<file path="src/logic/acrp_pkg.sv">
// package of constants for the auxiliary converter calibration result path
// assumes a 32-bit axi4-lite slave, word registers at byte address = index * 4
package acrp_pkg;
	// register indices, byte address is four times the index
	localparam logic [5:0]  IDX_OFFSET    = 6'h00;     // offset trim value
	localparam logic [5:0]  IDX_GAIN      = 6'h01;     // gain trim value
	localparam logic [5:0]  IDX_CTRL      = 6'h02;     // control bits
	localparam logic [5:0]  IDX_STATUS    = 6'h03;     // read-only state
	localparam logic [5:0]  IDX_RES_FIRST = 6'h10;     // first step result
	localparam logic [5:0]  IDX_RES_LAST  = 6'h1f;     // last step result
	localparam int          ADDR_LSB      = 2;         // word alignment
	// reset values, trims are volatile
	localparam logic [15:0] OFFSET_RST    = 16'h0000;
	localparam logic [15:0] GAIN_RST      = 16'h0000;
	localparam logic        BIAS_EN_RST   = 1'b0;
	// field positions
	localparam int          CTRL_BIAS_BIT = 0;         // bias_buffer_enable
	localparam int          STAT_STEP_LSB = 0;         // last step written, 4 bits
	localparam int          STAT_CNT_LSB  = 8;         // results counter, 8 bits
	// aux_gain_setting codes
	localparam logic [1:0]  GAIN_X1       = 2'h0;
	localparam logic [1:0]  GAIN_X2       = 2'h1;
	localparam logic [1:0]  GAIN_X4       = 2'h2;
	// aux_input_selector code of the internal temperature sensor
	localparam logic [3:0]  SEL_TEMP_DEF  = 4'hf;
	// arithmetic constants
	localparam logic [17:0] UNITY         = 18'h10000; // factor 1.0 in 2^16 units
	localparam logic [35:0] RND_HALF      = 36'h000008000;
	localparam logic [15:0] POS_FS        = 16'h7fff;
	localparam logic [15:0] NEG_FS        = 16'h8000;
	localparam int          DP_LAT        = 2;         // raw in to result out, cycles
	// axi responses
	localparam logic [1:0]  RESP_OKAY     = 2'h0;
	localparam logic [1:0]  RESP_SLVERR   = 2'h2;
endpackage

</file>
<file path="src/logic/acrp_cal_if.sv">
// carrier between the register side and the calibration datapath
// assumes both ends run on the same clock
interface acrp_cal_if;
	logic        in_valid;   // raw result strobe
	logic [3:0]  in_step;    // sequencer step of the raw result
	logic        in_bypass;  // temperature sensor, skip trims
	logic [1:0]  in_gain;    // aux_gain_setting of the step
	logic [15:0] in_raw;     // raw conversion code
	logic [15:0] offset;     // offset_trim_value
	logic [15:0] gain;       // gain_trim_value
	logic        out_valid;  // corrected result strobe
	logic [3:0]  out_step;   // step of the corrected result
	logic [15:0] out_data;   // corrected code
	modport ctl (output in_valid, in_step, in_bypass, in_gain, in_raw, offset, gain,
		input out_valid, out_step, out_data);
	modport dp (input in_valid, in_step, in_bypass, in_gain, in_raw, offset, gain,
		output out_valid, out_step, out_data);
endinterface

</file>
<file path="src/logic/acrp_cal_dp.sv">
// two-stage offset, gain, rounding and clipping datapath
// assumes trims are steady while a conversion is in flight
module acrp_cal_dp (
	input  wire logic i_clk,
	input  wire logic i_rst_n,
	acrp_cal_if.dp    cal
);
	logic signed [17:0] off_scaled;   // offset in result lsbs
	logic signed [17:0] diff_next;    // raw minus offset
	logic signed [17:0] fac_next;     // 1 + gain/2^16
	logic signed [17:0] diff_reg;
	logic signed [17:0] fac_reg;
	logic               v1_reg;
	logic [3:0]         step1_reg;
	logic signed [35:0] prod;         // scaled, 2^16 fraction
	logic signed [35:0] rnd;          // after half-lsb add
	logic signed [19:0] q;            // integer part
	logic               v2_reg;
	logic [3:0]         step2_reg;
	logic [15:0]        data2_reg;

	// at gain 4 one trim lsb is two result lsbs, at gain 1 and 2 it is one
	assign off_scaled = (cal.in_gain == acrp_pkg::GAIN_X4) ?
		{{1{cal.offset[15]}}, cal.offset, 1'b0} : {{2{cal.offset[15]}}, cal.offset};
	// trim subtracted first, bypassed for the temperature sensor
	assign diff_next = cal.in_bypass ? {{2{cal.in_raw[15]}}, cal.in_raw} :
		18'({{2{cal.in_raw[15]}}, cal.in_raw} - off_scaled);
	assign fac_next = cal.in_bypass ? acrp_pkg::UNITY :
		18'(acrp_pkg::UNITY + {{2{cal.gain[15]}}, cal.gain});
	assign prod = diff_reg * fac_reg;
	assign rnd  = prod + acrp_pkg::RND_HALF;
	assign q    = rnd[35:16];

	// clip to 16-bit full scale codes
	function automatic logic [15:0] sat16(input logic signed [19:0] v);
		if (v > 20'sh07fff)
			sat16 = acrp_pkg::POS_FS;
		else if (v < -20'sh08000)
			sat16 = acrp_pkg::NEG_FS;
		else
			sat16 = v[15:0];
	endfunction

	// stage one: offset removal
	always_ff @(posedge i_clk) begin
		if (!i_rst_n) begin
			v1_reg    <= 1'b0;
			step1_reg <= 4'h0;
			diff_reg  <= 18'sh0;
			fac_reg   <= 18'sh0;
		end else begin
			v1_reg <= cal.in_valid;
			if (cal.in_valid) begin
				step1_reg <= cal.in_step;
				diff_reg  <= diff_next;
				fac_reg   <= fac_next;
			end
		end
	end

	// stage two: scale, round, clip
	always_ff @(posedge i_clk) begin
		if (!i_rst_n) begin
			v2_reg    <= 1'b0;
			step2_reg <= 4'h0;
			data2_reg <= 16'h0000;
		end else begin
			v2_reg <= v1_reg;
			if (v1_reg) begin
				step2_reg <= step1_reg;
				data2_reg <= sat16(q);
			end
		end
	end

	assign cal.out_valid = v2_reg;
	assign cal.out_step  = step2_reg;
	assign cal.out_data  = data2_reg;
endmodule

</file>
<file path="src/logic/acrp_top.sv">
// register side of the auxiliary converter result path: axi4-lite slave,
// trim and control registers, step result store, datapath instance
// assumes the sequencer drives its strobes on i_clk and only for settled results
// How it works
// subtract offset trim, then multiply by gain
// one trim pair; temperature sensor bypasses both
// round after scaling, then clip to full scale
// host reloads volatile trims after every reset
// offset trim is signed and subtracted
// offset lsb doubles weight relative at gain four
// gain factor is one plus trim over 2^16
// host zeroes both trims before calibrating
// host shorts input to ground, averages offset
// host derives gain trim from unclipped reference
// bias enable routes buffer to eighth channel
// host picks eighth channel as negative input
// step results readable at indices 10h to 1Fh
// results signed, clip at 7FFFh and 8000h
// only sequencer single-shot settled results enter
// temperature bypass judged per conversion from sequencer
module acrp_top #(
	parameter logic [3:0] TEMP_SEL = acrp_pkg::SEL_TEMP_DEF // temperature sensor code
) (
	input  wire logic        i_clk,
	input  wire logic        i_rst_n,
	input  wire logic [7:0]  i_s_axi_awaddr,
	input  wire logic [2:0]  i_s_axi_awprot,
	input  wire logic        i_s_axi_awvalid,
	output logic             o_s_axi_awready,
	input  wire logic [31:0] i_s_axi_wdata,
	input  wire logic [3:0]  i_s_axi_wstrb,
	input  wire logic        i_s_axi_wvalid,
	output logic             o_s_axi_wready,
	output logic [1:0]       o_s_axi_bresp,
	output logic             o_s_axi_bvalid,
	input  wire logic        i_s_axi_bready,
	input  wire logic [7:0]  i_s_axi_araddr,
	input  wire logic [2:0]  i_s_axi_arprot,
	input  wire logic        i_s_axi_arvalid,
	output logic             o_s_axi_arready,
	output logic [31:0]      o_s_axi_rdata,
	output logic [1:0]       o_s_axi_rresp,
	output logic             o_s_axi_rvalid,
	input  wire logic        i_s_axi_rready,
	input  wire logic        i_conv_start,
	input  wire logic        i_conv_valid,
	input  wire logic [3:0]  i_conv_step,
	input  wire logic [3:0]  i_conv_sel,
	input  wire logic [1:0]  i_conv_gain,
	input  wire logic [15:0] i_conv_raw,
	output logic             o_filter_restart,
	output logic             o_bias_buffer_enable,
	output logic             o_bias_to_eighth_aux_channel,
	output logic             o_result_valid,
	output logic [3:0]       o_result_step,
	output logic [15:0]      o_result_data
);
	acrp_cal_if cal ();

	// trims and control
	logic [15:0] offset_reg;     // offset_trim_value
	logic [15:0] gain_reg;       // gain_trim_value
	logic        bias_en_reg;    // bias_buffer_enable
	logic        restart_reg;    // filter restart pulse
	// result store and state
	logic [15:0] result_mem [16];
	logic [3:0]  last_step_reg;  // step of newest result
	logic [7:0]  conv_cnt_reg;   // results stored, wraps
	logic        res_v_reg;
	logic [3:0]  res_step_reg;
	logic [15:0] res_data_reg;
	// write channel state
	logic        aw_held_reg;
	logic [7:0]  aw_addr_reg;
	logic        w_held_reg;
	logic [31:0] w_data_reg;
	logic [3:0]  w_strb_reg;
	logic        awready_reg;
	logic        wready_reg;
	logic        bvalid_reg;
	logic [1:0]  bresp_reg;
	// read channel state
	logic        arready_reg;
	logic        rvalid_reg;
	logic [31:0] rdata_reg;
	logic [1:0]  rresp_reg;
	// probe value for the bypass check, a raw code that any nonzero offset trim changes
	localparam logic [15:0] NEG_ONE = 16'hffff;

	// word index of a byte address
	function automatic logic [5:0] word_idx(input logic [7:0] a);
		word_idx = a[7:acrp_pkg::ADDR_LSB];
	endfunction

	// index decodes to a mapped register
	function automatic logic idx_mapped(input logic [5:0] i);
		idx_mapped = (i <= acrp_pkg::IDX_STATUS) ||
			(i >= acrp_pkg::IDX_RES_FIRST && i <= acrp_pkg::IDX_RES_LAST);
	endfunction

	// write handshake decode
	// either half may come first; the held copy stands in for the missing one
	wire         aw_take   = i_s_axi_awvalid & awready_reg;
	wire         w_take    = i_s_axi_wvalid & wready_reg;
	wire         aw_have   = aw_held_reg | aw_take;
	wire         w_have    = w_held_reg | w_take;
	wire         do_write  = aw_have & w_have;
	wire [7:0]   wr_addr   = aw_take ? i_s_axi_awaddr : aw_addr_reg;
	wire [31:0]  wr_data   = w_take ? i_s_axi_wdata : w_data_reg;
	wire [3:0]   wr_strb   = w_take ? i_s_axi_wstrb : w_strb_reg;
	wire [5:0]   wr_idx    = word_idx(wr_addr);
	wire         wr_ok     = idx_mapped(wr_idx);
	wire         aw_h_next = aw_have & ~do_write;
	wire         w_h_next  = w_have & ~do_write;
	wire         bv_next   = do_write | (bvalid_reg & ~i_s_axi_bready);
	wire         wr_off    = do_write && wr_idx == acrp_pkg::IDX_OFFSET;
	wire         wr_gain   = do_write && wr_idx == acrp_pkg::IDX_GAIN;
	wire         wr_ctrl   = do_write && wr_idx == acrp_pkg::IDX_CTRL;

	// read handshake decode
	wire         ar_take   = i_s_axi_arvalid & arready_reg;
	wire         rv_next   = ar_take | (rvalid_reg & ~i_s_axi_rready);
	wire [5:0]   rd_idx    = word_idx(i_s_axi_araddr);
	wire         rd_ok     = idx_mapped(rd_idx);
	wire         rd_res    = rd_idx >= acrp_pkg::IDX_RES_FIRST;
	wire [31:0]  stat_word = {16'h0000, conv_cnt_reg, 4'h0, last_step_reg};
	wire [31:0]  rd_word   =
		!rd_ok                             ? 32'h0000_0000 :
		rd_res                             ? {16'h0000, result_mem[rd_idx[3:0]]} :
		rd_idx == acrp_pkg::IDX_OFFSET     ? {16'h0000, offset_reg} :
		rd_idx == acrp_pkg::IDX_GAIN       ? {16'h0000, gain_reg} :
		rd_idx == acrp_pkg::IDX_CTRL       ? {31'h0, bias_en_reg} :
		stat_word;

	// sequencer to datapath, bypass judged from this conversion's selector
	assign cal.in_valid  = i_conv_valid;
	assign cal.in_step   = i_conv_step;
	assign cal.in_bypass = (i_conv_sel == TEMP_SEL);
	assign cal.in_gain   = i_conv_gain;
	assign cal.in_raw    = i_conv_raw;
	assign cal.offset    = offset_reg;
	assign cal.gain      = gain_reg;

	acrp_cal_dp u_dp (
		.i_clk   (i_clk),
		.i_rst_n (i_rst_n),
		.cal     (cal)
	);

	// write address and data captured in either order
	always_ff @(posedge i_clk) begin
		if (!i_rst_n) begin
			aw_held_reg <= 1'b0;
			w_held_reg  <= 1'b0;
			aw_addr_reg <= 8'h00;
			w_data_reg  <= 32'h0000_0000;
			w_strb_reg  <= 4'h0;
		end else begin
			aw_held_reg <= aw_h_next;
			w_held_reg  <= w_h_next;
			if (aw_take)
				aw_addr_reg <= i_s_axi_awaddr;
			if (w_take) begin
				w_data_reg <= i_s_axi_wdata;
				w_strb_reg <= i_s_axi_wstrb;
			end
		end
	end

	// each ready stays low while its own half is held or a response waits
	always_ff @(posedge i_clk) begin
		if (!i_rst_n) begin
			awready_reg <= 1'b0;
			wready_reg  <= 1'b0;
			bvalid_reg  <= 1'b0;
			bresp_reg   <= acrp_pkg::RESP_OKAY;
		end else begin
			awready_reg <= ~aw_h_next & ~bv_next;
			wready_reg  <= ~w_h_next & ~bv_next;
			bvalid_reg  <= bv_next;
			if (do_write)
				bresp_reg <= wr_ok ? acrp_pkg::RESP_OKAY : acrp_pkg::RESP_SLVERR;
		end
	end

	// trims are volatile, cleared on every reset; host reloads them
	always_ff @(posedge i_clk) begin
		if (!i_rst_n) begin
			offset_reg  <= acrp_pkg::OFFSET_RST;
			gain_reg    <= acrp_pkg::GAIN_RST;
			bias_en_reg <= acrp_pkg::BIAS_EN_RST;
		end else begin
			if (wr_off && wr_strb[0])
				offset_reg[7:0] <= wr_data[7:0];
			if (wr_off && wr_strb[1])
				offset_reg[15:8] <= wr_data[15:8];
			if (wr_gain && wr_strb[0])
				gain_reg[7:0] <= wr_data[7:0];
			if (wr_gain && wr_strb[1])
				gain_reg[15:8] <= wr_data[15:8];
			if (wr_ctrl && wr_strb[0])
				bias_en_reg <= wr_data[acrp_pkg::CTRL_BIAS_BIT];
		end
	end

	// reads answer one cycle after the address is taken
	always_ff @(posedge i_clk) begin
		if (!i_rst_n) begin
			arready_reg <= 1'b0;
			rvalid_reg  <= 1'b0;
			rdata_reg   <= 32'h0000_0000;
			rresp_reg   <= acrp_pkg::RESP_OKAY;
		end else begin
			arready_reg <= ~rv_next;
			rvalid_reg  <= rv_next;
			if (ar_take) begin
				rdata_reg <= rd_word;
				rresp_reg <= rd_ok ? acrp_pkg::RESP_OKAY : acrp_pkg::RESP_SLVERR;
			end
		end
	end

	// step results land in their slot; results are read-only to the bus
	always_ff @(posedge i_clk) begin
		if (!i_rst_n) begin
			for (int k = 0; k < 16; k++)
				result_mem[k] <= 16'h0000;
			last_step_reg <= 4'h0;
			conv_cnt_reg  <= 8'h00;
		end else if (cal.out_valid) begin
			result_mem[cal.out_step] <= cal.out_data;
			last_step_reg <= cal.out_step;
			conv_cnt_reg  <= conv_cnt_reg + 8'h01;
		end
	end

	// result echo and filter restart, all registered outputs
	always_ff @(posedge i_clk) begin
		if (!i_rst_n) begin
			res_v_reg    <= 1'b0;
			res_step_reg <= 4'h0;
			res_data_reg <= 16'h0000;
			restart_reg  <= 1'b0;
		end else begin
			res_v_reg   <= cal.out_valid;
			restart_reg <= i_conv_start;
			if (cal.out_valid) begin
				res_step_reg <= cal.out_step;
				res_data_reg <= cal.out_data;
			end
		end
	end

	assign o_s_axi_awready              = awready_reg;
	assign o_s_axi_wready               = wready_reg;
	assign o_s_axi_bvalid               = bvalid_reg;
	assign o_s_axi_bresp                = bresp_reg;
	assign o_s_axi_arready              = arready_reg;
	assign o_s_axi_rvalid               = rvalid_reg;
	assign o_s_axi_rdata                = rdata_reg;
	assign o_s_axi_rresp                = rresp_reg;
	assign o_filter_restart             = restart_reg;
	assign o_bias_buffer_enable         = bias_en_reg;
	assign o_bias_to_eighth_aux_channel = bias_en_reg;
	assign o_result_valid               = res_v_reg;
	assign o_result_step                = res_step_reg;
	assign o_result_data                = res_data_reg;
endmodule

</file>
<file path="config.mk">
export PLATFORM = sky130hd
export DESIGN_NAME = acrp_top
export DESIGN_NICKNAME = d
export VERILOG_FILES = /design/src/logic/acrp_pkg.sv /design/src/logic/acrp_cal_if.sv /design/src/logic/acrp_cal_dp.sv /design/src/logic/acrp_top.sv
export SDC_FILE = /design/constraint.sdc
export NUM_CORES = 2
export LEC_CHECK = 0
export BUFFER_PORTS_ARGS = -buffer_cell sky130_fd_sc_hd__buf_2
export CAP_MARGIN = 10
export CORE_MARGIN = 2
export CORE_UTILIZATION = 31
export CTS_CLUSTER_DIAMETER = 80
export DETAILED_ROUTE_END_ITERATION = 8
export REMOVE_ABC_BUFFERS = 1
export SLEW_MARGIN = 30
export SYNTH_ARGS = -nofsm -noshare
export SYNTH_HDL_FRONTEND = slang
export SYNTH_SLANG_ARGS = --single-unit
export TNS_END_PERCENT = 100
</file>
<file path="constraint.sdc">
create_clock -name i_clk -period 12.5 [get_ports i_clk]
set_input_delay 1.875 -clock i_clk [delete_from_list [all_inputs] [get_ports i_clk]]
set_output_delay 1.875 -clock i_clk [all_outputs]
set_load 0.02 [all_outputs]
</file>
==> Word level (Yosys, flattened, before mapping) <==
Memory sizes are Yosys's and may differ from the RTL's.
Cells that the tools add are included.
{ "classes": {"addsub": 4, "multipliers": 1, "magnitude_cmp": 8, "eq_ne": 6, "muxes": 22, "bitwise": 21, "reduce_logical": 15} }
{ "ops": {"columns": ["cell", "count"], "rows": [
  ["2-to-1 mux 16 bit", 10],
  ["adder 36 x 16 -> 36 bit (second input constant)", 1],
  ["multiplier 18 x 18 -> 36 bit", 1],
  ["2-to-1 mux 18 bit", 2],
  ["greater-than comparator 20 x 16 -> 1 bit (second input constant)", 1],
  ["< comparator 20 x 16 -> 1 bit (second input constant)", 1],
  ["adder 17 x 18 -> 18 bit (first input constant)", 1],
  ["subtractor 16 x 17 -> 18 bit", 1],
  ["OR reduction 16 bit", 1],
  ["equality test 6 x 1 -> 1 bit (second input constant)", 2],
  ["equality test 6 x 2 -> 1 bit (second input constant)", 2],
  [">= comparator 6 x 5 -> 1 bit (second input constant)", 2],
  ["less-or-equal comparator 6 x 2 -> 1 bit (second input constant)", 2],
  ["less-or-equal comparator 6 x 5 -> 1 bit (second input constant)", 2],
  ["zero test 6 bit", 2],
  ["bitwise AND 1 bit", 10],
  ["logical AND 1 bit", 10],
  ["adder 8 x 1 -> 8 bit (second input constant)", 1],
  ["2-to-1 mux 8 bit", 1],
  ["inverter 1 bit", 7],
  ["2-to-1 mux 2 bit", 3],
  ["2-to-1 mux 1 bit", 5],
  ["equality test 4 bit (second input constant)", 1],
  ["2-to-1 mux 4 bit", 1],
  ["other kinds (3)", 7]
]} }
{ "word_totals": {"ff_bits": 194, "mem_bits_rw": 256, "in_bits": 93, "out_inout_bits": 65, "memories": 1} }
{ "memory_table": {"columns": ["name", "words", "word_bits", "rd", "rd_clocked_by_memory_dff", "wr", "line_no", "rtl"], "rows": [
  ["result_mem", 16, 16, 1, 0, 16, "acrp_top.sv:66", "logic [15:0] result_mem [16];"]
]} }

==> Depth between registers and ports, before layout <==
{ "logic_depth": {"ltp_word": 7, "depth_mapped": 27, "mapped_depth_nobuf": 25} }

==> Modules after synthesis <==
A second synthesis with hierarchy kept.
{ "hier_totals": {"cells_unflattened": 2911, "hier_area_um2": 31483.9} }
{ "by_module_without_submodules": {"columns": ["module", "n_inst", "cells_per_inst", "area_each_um2", "seq_area_each_um2"], "rows": [
  ["acrp_top", 1, 1245, 16574.6, 9929.5],
  ["acrp_cal_dp", 1, 1666, 14909.3, 1221.2]
]} }

==> Worst setup path after synthesis <==
Ideal clock, no wire load.
{ "synth_timing": {"path_kind": "register to register", "start": "register u_dp.fac_reg[9]", "end": "register u_dp.data2_reg[10], in the netlist u_dp.cal.out_data[10]", "setup_ns": 0.066, "arrival_time_ns": 6.674, "required_ns": 12.434, "slack_ns": 5.760, "path_stages_with_launch": 25, "path_cell_list": "dfxtp_1 -> clkbuf_1 -> clkbuf_1 -> nand2_1 -> fa_1 -> inv_1 -> fa_1 -> fa_1 -> fa_1 -> fa_1 -> inv_1 -> fa_1 -> inv_1 -> ha_1 -> and4_1 -> nor4bb_1 -> a2111o_1 -> o31ai_2 -> a31o_2 -> o21ai_2 -> o41ai_4 -> mux2i_1 -> buf_6 -> nand3_1 -> a21oi_2"} }
{ "synth_between": {"elab_chain_len": 5, "elab_cells_between_ends": 6, "cone_classes": "add/sub: 1; mul: 1; order compare: 2; mux: 2"} }
{ "synth_lines": {"columns": ["item", "line_no", "rtl"], "rows": [
  ["start, declared", "acrp_cal_dp.sv:12", "logic signed [17:0] fac_reg;"],
  ["start signal, assigned", "acrp_cal_dp.sv:56", "fac_reg <= fac_next;"],
  ["multiplier 18 x 18 -> 36 bit *", "acrp_cal_dp.sv:30", "assign prod = diff_reg * fac_reg;"],
  ["adder 36 x 16 -> 36 bit *", "acrp_cal_dp.sv:31", "assign rnd = prod + acrp_pkg::RND_HALF;"],
  ["< comparator 20 x 16 -> 1 bit", "acrp_cal_dp.sv:38", "else if (v < -20'sh08000)"],
  ["2-to-1 mux 16 bit", "acrp_cal_dp.sv:38", null],
  ["2-to-1 mux 16 bit *", "acrp_cal_dp.sv:36", "if (v > 20'sh07fff)"],
  ["end signal, assigned", "acrp_cal_dp.sv:71", "data2_reg <= sat16(q);"],
  ["end, declared", "acrp_cal_dp.sv:20", "logic [15:0] data2_reg;"]
]} }
Mark *: on every way between the ends. The rest lies on a longest branch, timed or not.
A chain may end at the register's enable or synchronous reset.

==> Worst setup path after layout <==
{ "layout_timing": {"start": "register u_dp.diff_reg[17]", "end": "register u_dp.data2_reg[12], in the netlist u_dp.cal.out_data[12]"} }
{ "layout_between": {"elab_chain_len": 5, "elab_cells_between_ends": 6, "cone_classes": "add/sub: 1; mul: 1; order compare: 2; mux: 2"} }
{ "layout_lines": {"columns": ["item", "line_no", "rtl"], "rows": [
  ["start, declared", "acrp_cal_dp.sv:11", "logic signed [17:0] diff_reg;"],
  ["start signal, assigned", "acrp_cal_dp.sv:55", "diff_reg <= diff_next;"],
  ["multiplier 18 x 18 -> 36 bit *", "acrp_cal_dp.sv:30", null],
  ["adder 36 x 16 -> 36 bit *", "acrp_cal_dp.sv:31", null],
  ["< comparator 20 x 16 -> 1 bit", "acrp_cal_dp.sv:38", null],
  ["2-to-1 mux 16 bit", "acrp_cal_dp.sv:38", null],
  ["2-to-1 mux 16 bit *", "acrp_cal_dp.sv:36", null]
]} }
Marks and branches as above.

==> flow_metrics.env <==
export IMPL_grt_overflow=0
export IMPL_cp_data_required_time_ns=13.04
export IMPL_place_congestion=0.8317
export IMPL_p_int_w=0.002433
export IMPL_cts_root_buf="clkbuf_16"
export IMPL_vias=20210
export IMPL_portBuffers=111
export IMPL_tightest_slew_ns=1.015
export IMPL_ios=158
export IMPL_die_x_um=321.1
export IMPL_grt_pass1_wl_mm=126.2
export IMPL_p_sw_frac=0.2562
export IMPL_syn_area_per_cell_um2=10.92
export IMPL_synth_top_area_share=0.2466
export IMPL_ys_ff_latch=429
export IMPL_netlist_area_um2=31170
export IMPL_ys_warn_count=0
export IMPL_timing_hold_violations_final=0
export IMPL_syn_to_final_growth_pct=10.90
export IMPL_cpPeakStageDelay_ns=0.87
export IMPL_crit_fanout=18
export IMPL_cap_viol_max_count=0
export IMPL_core_um2=99860
export IMPL_leakagePower_nw=15.28
export IMPL_finalMaxSlewViolations=0
export IMPL_grt_setup_unrepaired="false"
export IMPL_min_delay_path_depth=2
export IMPL_hold_class="flop to flop"
export IMPL_crit_slowest_cell="dfxtp_1"
export IMPL_largest_reg_flops=256
export IMPL_skew_ns=0.02455
export IMPL_grt_use_total=0.1601
export IMPL_drive_gt1_frac=0.1179
export IMPL_dr_pass1_iters=5
export IMPL_seqPwrFrac=0.491
export IMPL_crit_type="flop to flop"
export IMPL_drt_iter0_drc=1342
export IMPL_drc_errors=0
export IMPL_synth_ff_type="edfxtp_1"
export IMPL_fmax_ghz=0.1256
export IMPL_end_kind="flop"
export IMPL_clock_sinks=429
export IMPL_diodes=0
export IMPL_wl_per_cell_um=19.23
export IMPL_vias_per_cell=4.776
export IMPL_combPwrFrac=0.084
export IMPL_synth_top_area_cell="edfxtp_1"
export IMPL_layout_worst_path_cycle_share=0.6368
export IMPL_setup_viol=0
export IMPL_finalSetupTns_ns=0
export IMPL_clk_path_buf_depth=3
export IMPL_num_rows=116
export IMPL_timing_hold_ws_ns=0.4681
export IMPL_status="completed"
export IMPL_dpl_hpwl_mm=59.91
export IMPL_die_y_um=321.1
export IMPL_die_area_um2=103100
export IMPL_async_flop_share=0
export IMPL_synthCells=2853
export IMPL_cts_htree_levels=2
export IMPL_synth_distinct_cells=71
export IMPL_final_nets=3423
export IMPL_cp_start_kind="flop"
export IMPL_cts_tree="yes"
export IMPL_antenna_found_initial=5
export IMPL_synth_area_leaders="edfxtp_1 25%, fa_1 20%, dfxtp_1 11%"
export IMPL_first_global_vias=20840
export IMPL_pwr_share_clk=0.425
export IMPL_p_sw_w=0.0008382
export IMPL_slew_headroom=0.3221
export IMPL_ctsHoldBuffers=0
export IMPL_postCtsSetupRepairBufs=0
export IMPL_cts_resized=0
export IMPL_clk_latency_ns=0.60
export IMPL_numCtsBuffers=46
export IMPL_synth_edff_count=256
export IMPL_ant_nets=0
export IMPL_peakVddDrop_mv=0.1156
export IMPL_routed_wl_mm=81.37
export IMPL_ys_seq_area_frac=0.3578
export IMPL_cp_arrival_ns=8.50
export IMPL_crit_chain="nand2_1, fa_1, inv_1, fa_1, ha_1, inv_1, fa_1, inv_1, fa_1, inv_1, fa_1, inv_1, ha_1, and4_1, nor4bb_1, a2111o_1, o31ai_2, a31o_2, o21ai_2, o41ai_4, mux2i_2, nand4_1, a21oi_2"
export IMPL_r2r_cells=23
export IMPL_period_minus_slack_ns=7.961
export IMPL_clkTransAtPathRegs_ns=0.07
export IMPL_grt_max_degree=76
export IMPL_start_util=0.3121
export IMPL_pwr_density_cell_nw_per_um2=94.64
[through the flow]
step	instance area, um2	setup WS, ns	total power, W	std cells	utilization
floorplan	30490	5.655	0.001762	2695	-
global placement	33000	4.206	0.001907	4146	0.3304
detailed placement	33030	4.426	0.001912	4146	0.3308
CTS	34540	4.404	0.003301	4232	0.3459
global route	34560	4.029	0.003386	4232	0.3461
finish	34560	4.539	0.003271	4232	0.3461
[synthesized netlist by cell type (3+ instances only)]
master    number
or3_1         10
a222oi_1       4
o211a_1       42
nand4_1       12
buf_1         16
o211ai_1       4
xor2_1         7
and3_1        10
nand2_1      255
o21ai_0       73
nand2b_1      32
fa_1         311
and4_1         5
a21oi_2       10
nand3b_1       4
nor2_1        49
a211oi_1       4
edfxtp_1     256
nor2b_1       58
nand3_1       35
xnor2_1       26
o21a_1         8
and2_1       454
mux4_2        80
a311oi_1      10
nor3_1        15
a31oi_1       10
inv_1        387
mux2i_1       71
a21boi_0      22
a21oi_1       60
dfxtp_1      173
ha_1         123
clkbuf_1     137
a21o_1         9
buf_4         19
o21ai_1        5
o21bai_1       3
[final cells by class]
class	instances	area, um2
clock inverter	23	242.7
timing repair buffer	153	883.3
multi-input combinational	1879	17940
fill	9945	65290
clock buffer	63	1266
inverter	387	1453
sequential	429	11150
tap	1298	1624
[cells in the final DEF, fill, tap and decap left out, types with 9 or more instances in the layout]
| cell | instances |
|---|---|
| o21ai_1 | 16 |
| o21ai_0 | 61 |
| nand3_1 | 35 |
| ha_1 | 123 |
| dfxtp_1 | 172 |
| buf_2 | 109 |
| nor2_1 | 38 |
| a21oi_2 | 10 |
| a21boi_0 | 22 |
| mux2i_1 | 70 |
| a21o_1 | 9 |
| or3_1 | 10 |
| nor2_2 | 11 |
| o211a_1 | 42 |
| nand2b_1 | 29 |
| a31oi_1 | 10 |
| fa_1 | 311 |
| clkbuf_1 | 13 |
| edfxtp_1 | 256 |
| and3_1 | 10 |
| nor3_1 | 15 |
| nand4_1 | 12 |
| a311oi_1 | 10 |
| nor2b_1 | 58 |
| buf_4 | 42 |
| a21oi_1 | 60 |
| clkbuf_16 | 47 |
| and2_1 | 454 |
| mux4_2 | 80 |
| inv_1 | 387 |
| clkinv_2 | 9 |
| conb_1 | 18 |
| nand2_1 | 255 |
| xnor2_1 | 26 |
[worst max-delay path: cells and delay by family, from the launching register on]
family | cells | cell delay [ns]
flops | 1 | 0.87
simple gates | 4 | 1.06
fa+ha+maj | 7 | 3.21
buf+inv | 5 | 0.44
compound gates | 6 | 1.56
mux | 1 | 0.75
[routing by layer]
layer | share of wire | up-vias | track usage
met5 | 0.00028 | - | 0
met2 | 0.48 | 471 | 0.2701
met3 | 0.062 | 86 | 0.03312
met1 | 0.44 | 10250 | 0.2137
li1 | - | 9397 | -
met4 | 0.017 | 4 | 0.02991
[logic make-up after synthesis]
family / Yosys count / share of synthesized area
AOI/OAI and AO/OA: 289 / 0.06552
xor gates and xnor gates: 33 / 0.009273
adders and majority gates: 434 / 0.2491
buffers and inverters: 562 / 0.07049
DFF: 429 / 0.3578
muxes: 153 / 0.08133
other: 1 / 0.0001203
and+or+nand+nor: 952 / 0.1664
[power groups by stage]
stage / clock network, W / logic (W) / registers, W
2_1_floorplan: 0 / 0.000154 / 0.00161
3_3_place_gp: 0 / 0.000274 / 0.00163
3_5_place_dp: 0 / 0.000276 / 0.00164
4_1_cts: 0.00142 / 0.000277 / 0.00161
5_1_grt: 0.00148 / 0.000300 / 0.00161
6_report: 0.00139 / 0.000275 / 0.00160
[path summary, 6_finish.rpt]
kind	start	end	slack [ns]
max reg2reg	u_dp.diff_reg[17]$_SDFFE_PN0P_	u_dp.cal.out_data[12]$_SDFFE_PN0P_	4.54
min	aw_addr_reg[5]$_SDFF_PN0_	aw_addr_reg[5]$_SDFF_PN0_	0.47
min reg2reg	aw_addr_reg[5]$_SDFF_PN0_	aw_addr_reg[5]$_SDFF_PN0_	0.47
max	u_dp.diff_reg[17]$_SDFFE_PN0P_	u_dp.cal.out_data[12]$_SDFFE_PN0P_	4.54
(Power assumes the default switching activity.)
